[config.mk]
export PLATFORM = sky130hd
export DESIGN_NAME = fepcs_codec_top
export DESIGN_NICKNAME = d
export VERILOG_FILES = /design/src/hdl/fepcs_pkg.sv /design/src/hdl/fepcs_codec_top.sv /design/src/hdl/fepcs_line_path.sv
export VERILOG_INCLUDE_DIRS = /design/src /design/src/hdl
export SDC_FILE = /design/constraint.sdc
export NUM_CORES = 1
export LEC_CHECK = 0
export BUFFER_PORTS_ARGS = -buffer_cell sky130_fd_sc_hd__buf_4
export CORE_MARGIN = 8
export CORE_UTILIZATION = 55
export DETAILED_ROUTE_END_ITERATION = 7
export PLACE_DENSITY = 0.8
export REMOVE_ABC_BUFFERS = 1
export SKIP_LAST_GASP = 1
export SYNTH_ARGS = -nofsm -noshare
export SYNTH_HDL_FRONTEND = slang
export SYNTH_SLANG_ARGS = --single-unit
[constraint.sdc]
create_clock -name clk -period 4.8 [get_ports clk]
set_input_delay 0.96 -clock clk [delete_from_list [all_inputs] [get_ports clk]]
set_output_delay 0.96 -clock clk [all_outputs]
set_load 0.01 [all_outputs]
[src/hdl/fepcs_defs.svh]
`ifndef FEPCS_DEFS_SVH
`define FEPCS_DEFS_SVH

// ----------------------------------------------------------------------------
// Register indices (byte address is four times the index)
// ----------------------------------------------------------------------------
`define FEPCS_IDX_CTRL 8'h00
`define FEPCS_IDX_PCS 8'h17
`define FEPCS_IDX_LBK 8'h18
`define FEPCS_IDX_STAT 8'h1F

// ----------------------------------------------------------------------------
// Field positions
// ----------------------------------------------------------------------------
`define FEPCS_CTRL_LOOP 14
`define FEPCS_PCS_REPEATER 12
`define FEPCS_LBK_ERRSEL 0
`define FEPCS_LBK_PMD 8
`define FEPCS_LBK_REMOTE 9
`define FEPCS_LBK_LOCAL 11
`define FEPCS_LBK_ALIGN 12
`define FEPCS_LBK_SCR 13
`define FEPCS_LBK_CODER 14

// ----------------------------------------------------------------------------
// Writable masks and reset values
// ----------------------------------------------------------------------------
`define FEPCS_CTRL_WMASK 16'h4000
`define FEPCS_PCS_WMASK 16'h1000
`define FEPCS_LBK_WMASK 16'h7B01
`define FEPCS_REG_RESET 16'h0000
`define FEPCS_LFSR_SEED 11'h7FF

// ----------------------------------------------------------------------------
// Code groups and nibbles
// ----------------------------------------------------------------------------
`define FEPCS_CODE_I 5'h1F
`define FEPCS_CODE_J 5'h18
`define FEPCS_CODE_K 5'h11
`define FEPCS_CODE_T 5'h0D
`define FEPCS_CODE_R 5'h07
`define FEPCS_CODE_H 5'h04
`define FEPCS_NIB_SSD 4'h5
`define FEPCS_NIB_CTRLERR 4'h0
`define FEPCS_NIB_INV 4'h5
`define FEPCS_NIB_INVREP 4'h6

`endif

[src/hdl/fepcs_pkg.sv]
package fepcs_pkg;

	// ------------------------------------------------------------------------
	// State enumerations
	// ------------------------------------------------------------------------
	typedef enum logic [1:0] {TX_IDLE, TX_K, TX_DATA, TX_R} fepcs_tx_e;
	typedef enum logic [1:0] {RX_IDLE, RX_GOTJ, RX_DATA, RX_END} fepcs_rx_e;

	// ------------------------------------------------------------------------
	// Synchroniser stage, one field per external input outside the APB port, clk and rst
	// ------------------------------------------------------------------------
	typedef struct packed {
		logic [3:0] txData;
		logic txEr;
		logic txEn;
		logic [4:0] lineRx;
		logic rxEn;
		logic lbPin;
		logic alignPin;
		logic coderPin;
		logic serialPin;
		logic repPin;
		logic linkClk;
	} fepcs_pins_s;

	// ------------------------------------------------------------------------
	// Line path state
	// ------------------------------------------------------------------------
	typedef struct packed {
		logic [10:0] lfsr;
		logic lastLevel;
	} fepcs_lp_s;

	// ------------------------------------------------------------------------
	// Whole state of the codec top, registered as one word
	// ------------------------------------------------------------------------
	typedef struct packed {
		fepcs_pins_s s1; // First synchroniser stage, read only by s2.
		fepcs_pins_s s2; // Second synchroniser stage.
		logic linkPrev; // Previous sampled link clock.
		logic [15:0] ctl; // Basic control register.
		logic [15:0] pcs; // PCS configuration register.
		logic [15:0] lbk; // Loopback, bypass and error mask register.
		logic [31:0] prdata; // Read data.
		logic pready; // Access answer.
		logic pslverr; // Unmapped access.
		fepcs_tx_e txState; // Transmit framing state.
		logic [4:0] txSym; // Last code group sent, before scrambling.
		logic [4:0] lineTx; // Line code group output.
		fepcs_rx_e rxState; // Receive framing state.
		logic [3:0] rxData; // Receive nibble or low code bits.
		logic rxEr; // Receive error or fifth code bit.
		logic rxDv; // Receive data valid.
		logic crs; // Carrier sense.
		logic col; // Collision.
		logic rxClk; // Receive clock echo.
		logic rxOeN; // Receive output enable, low drives.
	} fepcs_state_s;

	// ------------------------------------------------------------------------
	// 4B5B data encoder; decoding searches the same table.
	// ------------------------------------------------------------------------
	function automatic logic [4:0] fepcs_enc(input logic [3:0] n);
		logic [4:0] c;
		c = 5'h1E;
		case (n)
			4'h0: c = 5'h1E;
			4'h1: c = 5'h09;
			4'h2: c = 5'h14;
			4'h3: c = 5'h15;
			4'h4: c = 5'h0A;
			4'h5: c = 5'h0B;
			4'h6: c = 5'h0E;
			4'h7: c = 5'h0F;
			4'h8: c = 5'h12;
			4'h9: c = 5'h13;
			4'hA: c = 5'h16;
			4'hB: c = 5'h17;
			4'hC: c = 5'h1A;
			4'hD: c = 5'h1B;
			4'hE: c = 5'h1C;
			default: c = 5'h1D;
		endcase
		return c;
	endfunction : fepcs_enc

	// Returns {hit, nibble}; hit is low for anything but a data code group.
	function automatic logic [4:0] fepcs_dec(input logic [4:0] c);
		logic [4:0] r;
		r = 5'h00;
		for (int n = 0; n < 16; n++)
		begin
			if (fepcs_enc(4'(n)) == c)
			begin
				r = {1'b1, 4'(n)};
			end
		end
		return r;
	endfunction : fepcs_dec

endpackage : fepcs_pkg

[src/hdl/fepcs_codec_top.sv]
// The register addresses and the APB slave port were decided locally.
`timescale 1ns/1ps
`include "fepcs_defs.svh"

module fepcs_codec_top (
	// Clock and reset.
	input wire logic clk,
	input wire logic rst,
	// APB register port.
	input wire logic psel,
	input wire logic penable,
	input wire logic pwrite,
	input wire logic [11:0] paddr,
	input wire logic [31:0] pwdata,
	output logic [31:0] prdata,
	output logic pready,
	output logic pslverr,
	// Symbol clock from the link, sampled here.
	input wire logic linkClk,
	// MII transmit side.
	input wire logic txEn,
	input wire logic txEr,
	input wire logic [3:0] txData,
	// MII receive side.
	output logic [3:0] rxData,
	output logic rxEr,
	output logic rxDv,
	output logic rxClk,
	output logic crs,
	output logic col,
	output logic rxOutEnN,
	// Line code groups.
	input wire logic [4:0] lineRxCode,
	output logic [4:0] lineTxCode,
	// Mode pins and straps.
	input wire logic loopbackSelect,
	input wire logic alignBypassSelect,
	input wire logic coderBypassSelect,
	input wire logic serialTenSelect,
	input wire logic repeaterSelect,
	input wire logic rxEnable
);
	import fepcs_pkg::*;

	// ------------------------------------------------------------------------
	// Block state
	// ------------------------------------------------------------------------
	fepcs_state_s st_q; // Registered state.
	fepcs_state_s st_d; // Its next value.

	// ------------------------------------------------------------------------
	// Mode decode
	// ------------------------------------------------------------------------
	logic linkEdge; // Rising edge of the sampled link clock.
	logic alignBp; // Align bypass active.
	logic coderBp; // Coder bypass active.
	logic serialMode; // Serial ten strap high; the 100 path stays idle.
	logic repMode; // Five-bit repeater interface.
	logic repCrs; // Repeater carrier sense function.
	logic localLb; // Local loopback.
	logic remoteLb; // Remote loopback.
	logic errSel; // Code error report select.
	logic [4:0] txSym; // Code group chosen for this symbol.
	logic [4:0] txLine; // Code group after scrambling and NRZI.
	logic [4:0] rxIn; // Receive path input, line or looped.
	logic [4:0] rxCode; // Received code group after descrambling.
	logic [4:0] dec; // Decoder answer {hit, nibble}.
	logic [7:0] regIdx; // Register index from the bus address.
	logic regHit; // Address maps to a register.
	logic [15:0] regRead; // Addressed register contents.
	logic rxActive; // Receive activity for carrier sense.

	assign linkEdge = st_q.s2.linkClk & ~st_q.linkPrev;
	// Pins and register bits are ORed together.
	assign alignBp = st_q.s2.alignPin | st_q.lbk[`FEPCS_LBK_ALIGN];
	assign coderBp = st_q.s2.coderPin | st_q.lbk[`FEPCS_LBK_CODER];
	assign serialMode = st_q.s2.serialPin;
	assign repMode = (alignBp | coderBp) & ~serialMode;
	assign repCrs = st_q.s2.repPin | st_q.pcs[`FEPCS_PCS_REPEATER];
	// Local loopback from any of its three sources.
	assign localLb = st_q.s2.lbPin | st_q.ctl[`FEPCS_CTRL_LOOP]
		| (st_q.lbk[`FEPCS_LBK_PMD] & st_q.lbk[`FEPCS_LBK_LOCAL]);
	// Both bits set is undefined; remote is then simply held off.
	assign remoteLb = st_q.lbk[`FEPCS_LBK_REMOTE] & ~st_q.lbk[`FEPCS_LBK_PMD];
	assign errSel = st_q.lbk[`FEPCS_LBK_ERRSEL];
	// The looped path takes the scrambled symbol of the same step, so both
	// LFSRs stay in lock.
	assign rxIn = localLb ? txLine : st_q.s2.lineRx;
	assign dec = fepcs_dec(rxCode);
	assign regIdx = paddr[9:2];

	// ------------------------------------------------------------------------
	// Scrambler paths; align bypass skips scrambler and NRZI
	// ------------------------------------------------------------------------
	fepcs_line_path u_tx_path (
		.clk(clk),
		.rst(rst),
		.step(linkEdge),
		.dirTx(1'b1),
		.scrBypass(alignBp | st_q.lbk[`FEPCS_LBK_SCR]),
		.nrziBypass(alignBp),
		.din(txSym),
		.dout(txLine)
	);

	fepcs_line_path u_rx_path (
		.clk(clk),
		.rst(rst),
		.step(linkEdge),
		.dirTx(1'b0),
		.scrBypass(alignBp | st_q.lbk[`FEPCS_LBK_SCR]),
		.nrziBypass(alignBp),
		.din(rxIn),
		.dout(rxCode)
	);

	// ------------------------------------------------------------------------
	// Register read mux
	// ------------------------------------------------------------------------
	// Status is read-only and shows the live mode decode.
	always_comb
	begin
		regHit = (paddr[11:10] == 2'b00) && (paddr[1:0] == 2'b00);
		regRead = 16'h0000;
		case (regIdx)
			`FEPCS_IDX_CTRL: regRead = st_q.ctl;
			`FEPCS_IDX_PCS: regRead = st_q.pcs;
			`FEPCS_IDX_LBK: regRead = st_q.lbk;
			`FEPCS_IDX_STAT: regRead = {7'h00,
				st_q.lbk[`FEPCS_LBK_REMOTE] & st_q.lbk[`FEPCS_LBK_PMD],
				st_q.txState != TX_IDLE, st_q.rxState != RX_IDLE, serialMode,
				repCrs, coderBp, alignBp, remoteLb, localLb};
			default: regHit = 1'b0;
		endcase
	end

	// ------------------------------------------------------------------------
	// Transmit symbol choice
	// ------------------------------------------------------------------------
	// Start and end groups follow the framing state and txEn, never the nibble
	// or error inputs.
	always_comb
	begin
		txSym = `FEPCS_CODE_I;
		if (serialMode)
		begin
			txSym = `FEPCS_CODE_I;
		end
		else if (repMode)
		begin
			txSym = {st_q.s2.txEr, st_q.s2.txData};
		end
		else
		begin
			case (st_q.txState)
				TX_IDLE: txSym = st_q.s2.txEn ? `FEPCS_CODE_J : `FEPCS_CODE_I;
				TX_K: txSym = `FEPCS_CODE_K;
				TX_DATA:
				begin
					if (!st_q.s2.txEn)
					begin
						txSym = `FEPCS_CODE_T;
					end
					else if (st_q.s2.txEr)
					begin
						txSym = `FEPCS_CODE_H;
					end
					else
					begin
						txSym = fepcs_enc(st_q.s2.txData);
					end
				end
				TX_R: txSym = `FEPCS_CODE_R;
				default: txSym = `FEPCS_CODE_I;
			endcase
		end
	end

	// ------------------------------------------------------------------------
	// Next state
	// ------------------------------------------------------------------------
	always_comb
	begin
		st_d = st_q;
		rxActive = 1'b0;
		// Synchronisers for every pin but the APB port, clk and rst; the link clock is synchronised too.
		st_d.s1.txData = txData;
		st_d.s1.txEr = txEr;
		st_d.s1.txEn = txEn;
		st_d.s1.lineRx = lineRxCode;
		st_d.s1.rxEn = rxEnable;
		st_d.s1.lbPin = loopbackSelect;
		st_d.s1.alignPin = alignBypassSelect;
		st_d.s1.coderPin = coderBypassSelect;
		st_d.s1.serialPin = serialTenSelect;
		st_d.s1.repPin = repeaterSelect;
		st_d.s1.linkClk = linkClk;
		st_d.s2 = st_q.s1;
		st_d.linkPrev = st_q.s2.linkClk;
		st_d.rxClk = st_q.s2.linkClk;
		st_d.rxOeN = ~st_q.s2.rxEn;
		// APB: one wait cycle, then the answer; writes land at completion.
		st_d.pready = psel & penable & ~st_q.pready;
		if (psel && penable && !st_q.pready)
		begin
			st_d.pslverr = ~regHit;
			st_d.prdata = pwrite ? 32'h0000_0000 : {16'h0000, regRead};
		end
		if (psel && penable && st_q.pready && pwrite && regHit)
		begin
			case (regIdx)
				`FEPCS_IDX_CTRL: st_d.ctl = pwdata[15:0] & `FEPCS_CTRL_WMASK;
				`FEPCS_IDX_PCS: st_d.pcs = pwdata[15:0] & `FEPCS_PCS_WMASK;
				`FEPCS_IDX_LBK: st_d.lbk = pwdata[15:0] & `FEPCS_LBK_WMASK;
				default: st_d.lbk = st_q.lbk;
			endcase
		end
		if (linkEdge)
		begin
			// Transmit framing.
			st_d.txSym = txSym;
			st_d.lineTx = remoteLb ? st_q.s2.lineRx : (localLb ? 5'h00 : txLine);
			case (st_q.txState)
				TX_IDLE: st_d.txState = (st_q.s2.txEn && !repMode && !serialMode) ? TX_K : TX_IDLE;
				TX_K: st_d.txState = TX_DATA;
				TX_DATA: st_d.txState = st_q.s2.txEn ? TX_DATA : TX_R;
				TX_R: st_d.txState = TX_IDLE;
				default: st_d.txState = TX_IDLE;
			endcase
			// Receive decoding.
			st_d.rxDv = 1'b0;
			st_d.rxEr = 1'b0;
			st_d.rxData = 4'h0;
			if (serialMode)
			begin
				st_d.rxState = RX_IDLE;
			end
			else if (repMode)
			begin
				// Raw code group; bit five rides on the error pin.
				st_d.rxData = rxCode[3:0];
				st_d.rxEr = rxCode[4];
				st_d.rxDv = rxCode != `FEPCS_CODE_I;
				st_d.rxState = RX_IDLE;
				rxActive = rxCode != `FEPCS_CODE_I;
			end
			else
			begin
				case (st_q.rxState)
					// Idle keeps valid low.
					RX_IDLE: st_d.rxState = (rxCode == `FEPCS_CODE_J) ? RX_GOTJ : RX_IDLE;
					RX_GOTJ:
					begin
						if (rxCode == `FEPCS_CODE_K)
						begin
							st_d.rxState = RX_DATA;
							st_d.rxDv = 1'b1;
							st_d.rxData = `FEPCS_NIB_SSD;
						end
						else
						begin
							st_d.rxState = RX_IDLE;
						end
					end
					RX_DATA:
					begin
						st_d.rxDv = 1'b1;
						if (rxCode == `FEPCS_CODE_T)
						begin
							st_d.rxDv = 1'b0;
							st_d.rxState = RX_END;
						end
						else if (dec[4])
						begin
							st_d.rxData = dec[3:0];
						end
						else if (rxCode == `FEPCS_CODE_I || rxCode == `FEPCS_CODE_J
							|| rxCode == `FEPCS_CODE_K || rxCode == `FEPCS_CODE_R
							|| rxCode == `FEPCS_CODE_H)
						begin
							// Control inside the frame is a violation.
							st_d.rxData = `FEPCS_NIB_CTRLERR;
							st_d.rxEr = 1'b1;
							st_d.rxState = (rxCode == `FEPCS_CODE_I) ? RX_IDLE : RX_DATA;
						end
						else
						begin
							st_d.rxData = errSel ? `FEPCS_NIB_INVREP : `FEPCS_NIB_INV;
							st_d.rxEr = 1'b1;
						end
					end
					RX_END: st_d.rxState = RX_IDLE;
					default: st_d.rxState = RX_IDLE;
				endcase
				rxActive = st_d.rxState != RX_IDLE;
			end
			// Repeater carrier sense reflects receive only; MII adds transmit.
			st_d.crs = repCrs ? rxActive : (rxActive | st_q.s2.txEn);
			st_d.col = rxActive & st_q.s2.txEn & ~serialMode;
		end
	end

	// ------------------------------------------------------------------------
	// State register; mode bits clear on reset
	// ------------------------------------------------------------------------
	always_ff @(posedge clk)
	begin
		if (rst)
		begin
			st_q <= '0;
		end
		else
		begin
			st_q <= st_d;
		end
	end

	assign prdata = st_q.prdata;
	assign pready = st_q.pready;
	assign pslverr = st_q.pslverr;
	assign rxData = st_q.rxData;
	assign rxEr = st_q.rxEr;
	assign rxDv = st_q.rxDv;
	assign rxClk = st_q.rxClk;
	assign crs = st_q.crs;
	assign col = st_q.col;
	assign rxOutEnN = st_q.rxOeN;
	assign lineTxCode = st_q.lineTx;

	// ------------------------------------------------------------------------
	// Assertions
	// ------------------------------------------------------------------------
	logic miiEdge; // Symbol step in 4B5B mode.
	assign miiEdge = linkEdge & ~repMode & ~serialMode;
endmodule : fepcs_codec_top

[src/hdl/fepcs_line_path.sv]
`timescale 1ns/1ps
`include "fepcs_defs.svh"

// Scrambler plus NRZI stage for one direction. On transmit it scrambles and
// then converts NRZ to NRZI; on receive it undoes both in reverse order.
module fepcs_line_path (
	// Clock and reset.
	input wire logic clk,
	input wire logic rst,
	// Symbol timing and path selection.
	input wire logic step,
	input wire logic dirTx,
	input wire logic scrBypass,
	input wire logic nrziBypass,
	// Code group in and out.
	input wire logic [4:0] din,
	output logic [4:0] dout
);
	import fepcs_pkg::*;

	// ------------------------------------------------------------------------
	// State and per-bit chains
	// ------------------------------------------------------------------------
	fepcs_lp_s st_q; // Registered state.
	fepcs_lp_s st_d; // Its next value.
	logic [10:0] lf [0:5]; // LFSR after each of five single steps.
	logic [4:0] key; // Scrambler key for this symbol.
	logic [5:0] lvl; // NRZI line levels; bit 0 is the level kept from the last symbol, bit 1 first on the wire.
	logic [4:0] nrzRx; // Receive bits after NRZI decoding.
	logic [4:0] scr; // Transmit bits after scrambling.

	assign lf[0] = st_q.lfsr;
	assign lvl[0] = st_q.lastLevel;
	assign scr = din ^ (scrBypass ? 5'h00 : key);

	// One generate loop builds the key, the transmit levels and the receive bits.
	genvar i;
	generate
		for (i = 0; i < 5; i++)
		begin : g_bit
			assign lf[i + 1] = {lf[i][9:0], lf[i][10] ^ lf[i][8]};
			assign key[i] = lf[i][10];
			assign lvl[i + 1] = lvl[i] ^ scr[i];
			if (i == 0)
			begin : g_first
				assign nrzRx[i] = din[i] ^ st_q.lastLevel;
			end
			else
			begin : g_rest
				assign nrzRx[i] = din[i] ^ din[i - 1];
			end
		end
	endgenerate

	// Output selection; the receive side descrambles after NRZI decoding.
	always_comb
	begin
		if (dirTx)
		begin
			dout = nrziBypass ? scr : lvl[5:1];
		end
		else
		begin
			dout = (nrziBypass ? din : nrzRx) ^ (scrBypass ? 5'h00 : key);
		end
	end

	// The LFSR advances one symbol per step; the last level is kept for NRZI.
	always_comb
	begin
		st_d = st_q;
		if (step)
		begin
			st_d.lfsr = lf[5];
			st_d.lastLevel = dirTx ? lvl[5] : din[4];
		end
	end

	// State register.
	always_ff @(posedge clk)
	begin
		if (rst)
		begin
			st_q <= {`FEPCS_LFSR_SEED, 1'b0};
		end
		else
		begin
			st_q <= st_d;
		end
	end

endmodule : fepcs_line_path

* Word-level counts from Yosys, hierarchy flattened
Memory sizes are Yosys's and may differ from the RTL's. A register that Yosys moved wholly into a read port is not among the register bits. Cells that the tools add are included.
Word-level totals: ROM bits 80, output and inout port bits 49, bits in registers 122, input bits 67, memories kept 1, word-level logic and storage cells 211
Cells by class: muxes and demuxes 64, reductions and logical operators 27, equality and inequality tests 32, bitwise gates (word level) 45
Memory list:
- (name not given) | depth 16, width 5, rd ports 1, clocked after memory_dff 1, wr ports 0, line fepcs_pkg.sv:66 | case (n)
Operators by type and width (count):
- 2-to-1 mux 5 bit | 28
- one-hot mux 15 bit (4 select lines) | 1
- == test 5 bit (first input constant) | 11
- == test 4 x 5 -> 1 bit (first input constant) | 5
- == test 8 x 5 -> 1 bit (second input constant) | 3
- 2-to-1 mux 2 bit | 10
- one-hot mux 5 bit (4 select lines) | 1
- bitwise XOR 1 bit | 20
- 2-to-1 mux 16 bit | 1
- one-hot mux 2 bit (4 select lines) | 2
- == test 5 bit (second input constant) | 3
- 2-to-1 mux 1 bit | 12
- 2-to-1 mux 4 bit | 3
- == test 5 x 3 -> 1 bit (second input constant) | 2
- bitwise XOR 5 bit | 2
- AND 1 bit | 9
- == test 2 bit (second input constant) | 4
- logical AND 1 bit | 8
- zero test 2 bit | 4
- zero test 8 bit | 1
- 2-to-1 mux 8 bit | 1
- OR 1 bit | 8
- one-hot mux 4 bit (2 select lines) | 1
- 2-to-1 mux 3 bit | 2
- 11 further kinds | 26

* Depth between registers and ports, before layout
depth in word-level cells 45, gate-level depth with buffers 17, depth with buffers taken out 15

* Cells and area by module
From an unflattened synthesis, not the netlist that was laid out.
Second synthesis, totals: cell total of the unflattened synthesis 672, area, all modules 5805.6 um^2
By module, submodules not included:
- fepcs_codec_top | area each 4246.6 um^2, cells each 490, times used 1, seq. area each 1701.6 um^2
- fepcs_line_path | area each 779.5 um^2, cells each 91, times used 2, seq. area each 240.2 um^2

* Worst setup path after synthesis
OpenSTA, ideal clock, no wires.
kind register -> register, start point register st_q[70] (netlist name), end point register st_q, in the netlist crs, path buffers 2, setup slack 0.931 ns, library setup time 0.129 ns, stages on the path, launching flop included 16, arrival 3.740 ns, clock period less this slack 3.869 ns, required time 4.671 ns, path through dfxtp_1 buf_6 or4_4 buf_6 a211oi_2 a31oi_1 xnor2_2 xnor3_2 xnor2_1 o21ai_2 xor2_4 nor2_2 a2111oi_4 o41ai_2 o31ai_2 a21oi_1
Between the ends: cells in the longest elaborated chain, start to end 45
RTL lines:
- from (decl) | line fepcs_codec_top.sv:48 | fepcs_state_s st_q;
- from (signal assigned) | line fepcs_codec_top.sv:314 | st_q <= st_d;
- OR 1 bit * | line fepcs_codec_top.sv:75 | assign alignBp = st_q.s2.alignPin | st_q.lbk[`FEPCS_LBK_ALIGN];
- OR 1 bit | line fepcs_codec_top.sv:78 | assign repMode = (alignBp | coderBp) & ~serialMode;
- AND 1 bit | line fepcs_codec_top.sv:78
- 2-to-1 mux 5 bit | line fepcs_codec_top.sv:149 | else if (repMode)
- 2-to-1 mux 5 bit | line fepcs_codec_top.sv:145 | if (serialMode)
- bitwise XOR 5 bit | line fepcs_line_path.sv:34 | assign scr = din ^ (scrBypass ? 5'h00 : key);
- bitwise XOR 1 bit (5 in series) | line fepcs_line_path.sv:43 | assign lvl[i + 1] = lvl[i] ^ scr[i];
- 2-to-1 mux 5 bit | line fepcs_line_path.sv:60 | dout = nrziBypass ? scr : lvl[5:1];
- [... 25 more ...]
- 2-to-1 mux 2 bit | line fepcs_codec_top.sv:234 | if (serialMode)
- 2-to-1 mux 2 bit | line fepcs_codec_top.sv:218 | if (linkEdge)
- nonzero test 2 bit | line fepcs_codec_top.sv:295 | rxActive = st_d.rxState != RX_IDLE;
- 2-to-1 mux 1 bit * | line fepcs_codec_top.sv:238 | else if (repMode)
- 2-to-1 mux 1 bit * | line fepcs_codec_top.sv:234
- 2-to-1 mux 1 bit * | line fepcs_codec_top.sv:218
- OR 1 bit | line fepcs_codec_top.sv:298 | st_d.crs = repCrs ? rxActive : (rxActive | st_q.s2.txEn);
- 2-to-1 mux 1 bit * | line fepcs_codec_top.sv:298
Every way passes the cells marked *; elsewhere a longest branch is shown, timed or not. The select of a mux whose other input is x is not followed. A chain may end at the register's enable or synchronous reset.

* Worst setup path after layout
start point register st_q[70] (netlist name), end point register st_q, in the netlist col
Between the ends: cells in the longest elaborated chain, start to end 45
RTL lines:
- OR 1 bit * | line fepcs_codec_top.sv:75
- OR 1 bit | line fepcs_codec_top.sv:78
- AND 1 bit | line fepcs_codec_top.sv:78
- 2-to-1 mux 5 bit | line fepcs_codec_top.sv:149
- 2-to-1 mux 5 bit | line fepcs_codec_top.sv:145
- bitwise XOR 5 bit | line fepcs_line_path.sv:34
- bitwise XOR 1 bit (5 in series) | line fepcs_line_path.sv:43
- 2-to-1 mux 5 bit | line fepcs_line_path.sv:60
- [... 24 more ...]
- 2-to-1 mux 2 bit | line fepcs_codec_top.sv:238
- 2-to-1 mux 2 bit | line fepcs_codec_top.sv:234
- 2-to-1 mux 2 bit | line fepcs_codec_top.sv:218
- nonzero test 2 bit | line fepcs_codec_top.sv:295
- 2-to-1 mux 1 bit * | line fepcs_codec_top.sv:238
- 2-to-1 mux 1 bit * | line fepcs_codec_top.sv:234
- 2-to-1 mux 1 bit * | line fepcs_codec_top.sv:218
- AND 1 bit * (2 in series) | line fepcs_codec_top.sv:299 | st_d.col = rxActive & st_q.s2.txEn & ~serialMode;
Marks and branches as above.

==> impl_metrics.py <==
metrics = {
    "outcome": {
        "run_status": "complete, no violations",
    },
    "pwr": {
        "peakVddDrop_mv": 0.182,
        "powerDensity_nw_per_um2": 338,
        "p_leak_nw": 2.62,
    },
    "final_layout": {
        "area_growth_syn_to_layout_pct": 11.7,
        "diodes": 0,
        "drive_gt1_frac": 0.183,
        "final_cell_mix": "dfxtp_1, buf_4, nand2_1",
        "nets": 769,
        "final_common_cell": "dfxtp_1",
        "final_util": 0.621,
        "final_cells": 834,
    },
    "route": {
        "routed_wl_um": 13200,
        "drcViolationCount": 0,
        "routedWlPerCell_um": 15.8,
        "num_vias": 4647,
        "ant_nets": 0,
        "via_per_inst": 5.57,
        "drt_iter0_drc": 364,
        "dr.pass1.iters": 4,
    },
    "clocking": {
        "htree_levels": 3,
        "clock_sinks": 109,
        "clockBufferDepth": 2,
        "clk_pin_slew_worst_paths_ns": 0.10,
        "clk-insertion-delay-late_ns": 0.38,
        "cts_buffers": 9,
        "cts_hold_buf": 0,
        "cts_tree": "done",
        "postCtsResizedCells": 0,
        "root_buffer": "clkbuf_8",
        "post_cts_buffers": 0,
    },
    "critical_path": {
        "crit_fanout": 12,
        "reg2reg_slack_ns": 0.32,
        "critPathCaptureType": "flip-flop",
        "endpoint": "col$_SDFFE_PP0P_",
        "rr_worst_depth": 13,
        "r2r_end": "col$_SDFFE_PP0P_",
        "cp-start-kind": "flip-flop",
        "critPathLaunch": "st_q[70]$_SDFFE_PP0P_",
        "arrival_ns": 4.77,
        "r2r_start": "st_q[70]$_SDFFE_PP0P_",
        "worstSetupPathType": "flip-flop to flip-flop",
        "cp.required_ns": 5.09,
    },
    "global_routing": {
        "grt_pass1_vias": 4588,
        "groute.usage.overall": 0.201,
        "antenna_found_initial": 0,
        "overflow": 0,
        "grt_max_degree": 59,
        "grt_pass1_wl_um": 21800,
    },
    "timing": {
        "slew_violations": 0,
        "hold_slack_ns": 0.388,
        "setup_violations": 0,
        "max_slew_margin": 0.503,
        "max_freq_mhz": 223,
        "fin_crit_sh": 0.934,
        "rsz0062_at_grt": "false",
        "hold_viol": 0,
        "fin_tns_setup_ns": 0,
        "fin_skew_ns": 0.00933,
        "period_minus_slack_ns": 4.48,
        "worst_pin_slew_ns": 0.744,
    },
    "synthesis": {
        "seq_area_frac_synth": 0.389,
        "synthDistinctLibCells": 74,
        "avgSynthCellArea_sq_um": 8.56,
        "syn_area_sq_um": 5610,
        "yosysWarnings": 0,
        "ys_seq_elements": 109,
        "netlist_instances": 655,
        "synth_edf_count": 0,
        "synth_ff_type": "dfxtp_1",
        "ys_async_sr_fraction": 0,
    },
    "floorplanning": {
        "dieArea_sq_um": 13700,
        "start_util": 0.555,
        "die_y_um": 117,
        "die_x_um": 117,
        "core_sq_um": 10100,
        "design.portCount": 116,
        "rows": 37,
    },
    "placement": {
        "io_buffers": 72,
        "gp_congestion": 0.934,
        "dpl.cell_count": 819,
        "hpwl_um": 9760,
    },
    "worst_hold_path": {
        "worst_hold_path_type": "flip-flop to flip-flop",
        "min_from": "st_q[113]$_SDFF_PP0_",
    },
    "job": {
        "drv_cap": 0,
    },
}
Yosys cell counts (4+ instances only):
master    count  share of area
o211ai_1     11          0.015
buf_4        41          0.055
xor2_1       10          0.016
clkbuf_1     32          0.021
nor2b_1      43          0.048
nor2_1       62          0.042
inv_1        13         0.0087
xnor2_1      20          0.031
o21ai_0      20          0.018
a22oi_1      13          0.017
a211oi_1      7         0.0094
nand2_1      75          0.050
nor3_1       29          0.026
mux2i_1      13          0.023
ha_1          8          0.018
a221oi_1      4         0.0062
nand3_1      25          0.022
a21oi_1      32          0.029
o22ai_1       4         0.0045
dfxtp_1     109           0.39
sequential cells by signal, summed over array words and instances, names as in the netlist, named ones only:
signal	cells
st_d	19
rxDv	1
crs	1
serialMode	1
u_tx_path.lvl	1
rxOutEnN	1
u_rx_path.lf	6
u_tx_path.lf	6
u_tx_path.key	5
prdata	14
errSel	1
rxEr	1
pready	1
u_rx_path.key	5
rxData	4
u_rx_path.lvl	1
pslverr	1
rxClk	1
st_q	28
lineTxCode	5
col	1
where the power goes:
group          switching, mW  internal (mW)  total, mW
Clock                  0.315          0.297      0.612
Sequential            0.0243          0.938      0.962
Combinational          0.310          0.234      0.544
how the worst min path moves through the flow:
stage | endpoint | slack [ns] | cells after the start
2_1_floorplan | rxOutEnN$_SDFF_PP0_ | 0.36 | 1
3_3_place_gp | rxOutEnN$_SDFF_PP0_ | 0.37 | 1
3_5_place_dp | rxOutEnN$_SDFF_PP0_ | 0.38 | 1
4_1_cts | rxOutEnN$_SDFF_PP0_ | 0.39 | 1
5_1_grt | rxOutEnN$_SDFF_PP0_ | 0.41 | 1
6_report | rxOutEnN$_SDFF_PP0_ | 0.39 | 1
metrics by stage:
| stage | total power, mW | cell area [sq um] | setup slack, ns |
|---|---|---|---|
| finish | 2.12 | 6260 | 0.315 |
| global route | 2.22 | 6260 | 0.0646 |
| CTS | 2.13 | 6260 | 0.331 |
| detailed placement | 1.52 | 6040 | 0.378 |
| global placement | 1.50 | 6040 | 0.499 |
| floorplan | 1.36 | 5210 | 0.813 |
cell type report:
cell class                      instances  area, sq um
Sequential cell                       109         2180
Clock inverter                          6         93.8
Clock buffer                            9          124
Timing Repair Buffer                   88          661
Inverter                               13         48.8
Tap cell                              136          170
Multi-Input combinational cell        473         2980
Fill cell                             896         3830
metal layers:
metal | vias to the layer above | global-route usage | wire, um
li1 | 2291 | - | -
met1 | 2185 | 0.236 | 5420
met2 | 135 | 0.354 | 6820
met3 | 36 | 0.0441 | 667
met4 | 0 | 0.0742 | 280
met5 | - | 0 | 0
cell families after synthesis:
kind of cell	Yosys count	share of synthesized area
AOI/OAI and AO/OA	134	0.175
xor gates and xnor gates	38	0.0770
adders and majority gates	8	0.0179
buffers and inverters	90	0.0904
DFF	109	0.389
muxes	14	0.0252
other	1	0.000669
and+or+nand+nor	261	0.225
worst max-delay path, cell delays in order, from the launching register on:
cell,delay [ns]
dfxtp_1,0.40
or4_4,0.68
a211oi_2,0.22
a31oi_1,0.21
xnor2_2,0.24
xnor3_2,0.52
xnor2_1,0.24
o21ai_2,0.15
xnor2_2,0.47
nor2_1,0.17
a221o_1,0.39
o41ai_2,0.33
o31ai_2,0.15
o41ai_2,0.21
Note: power is estimated with default switching activity, not from simulation.
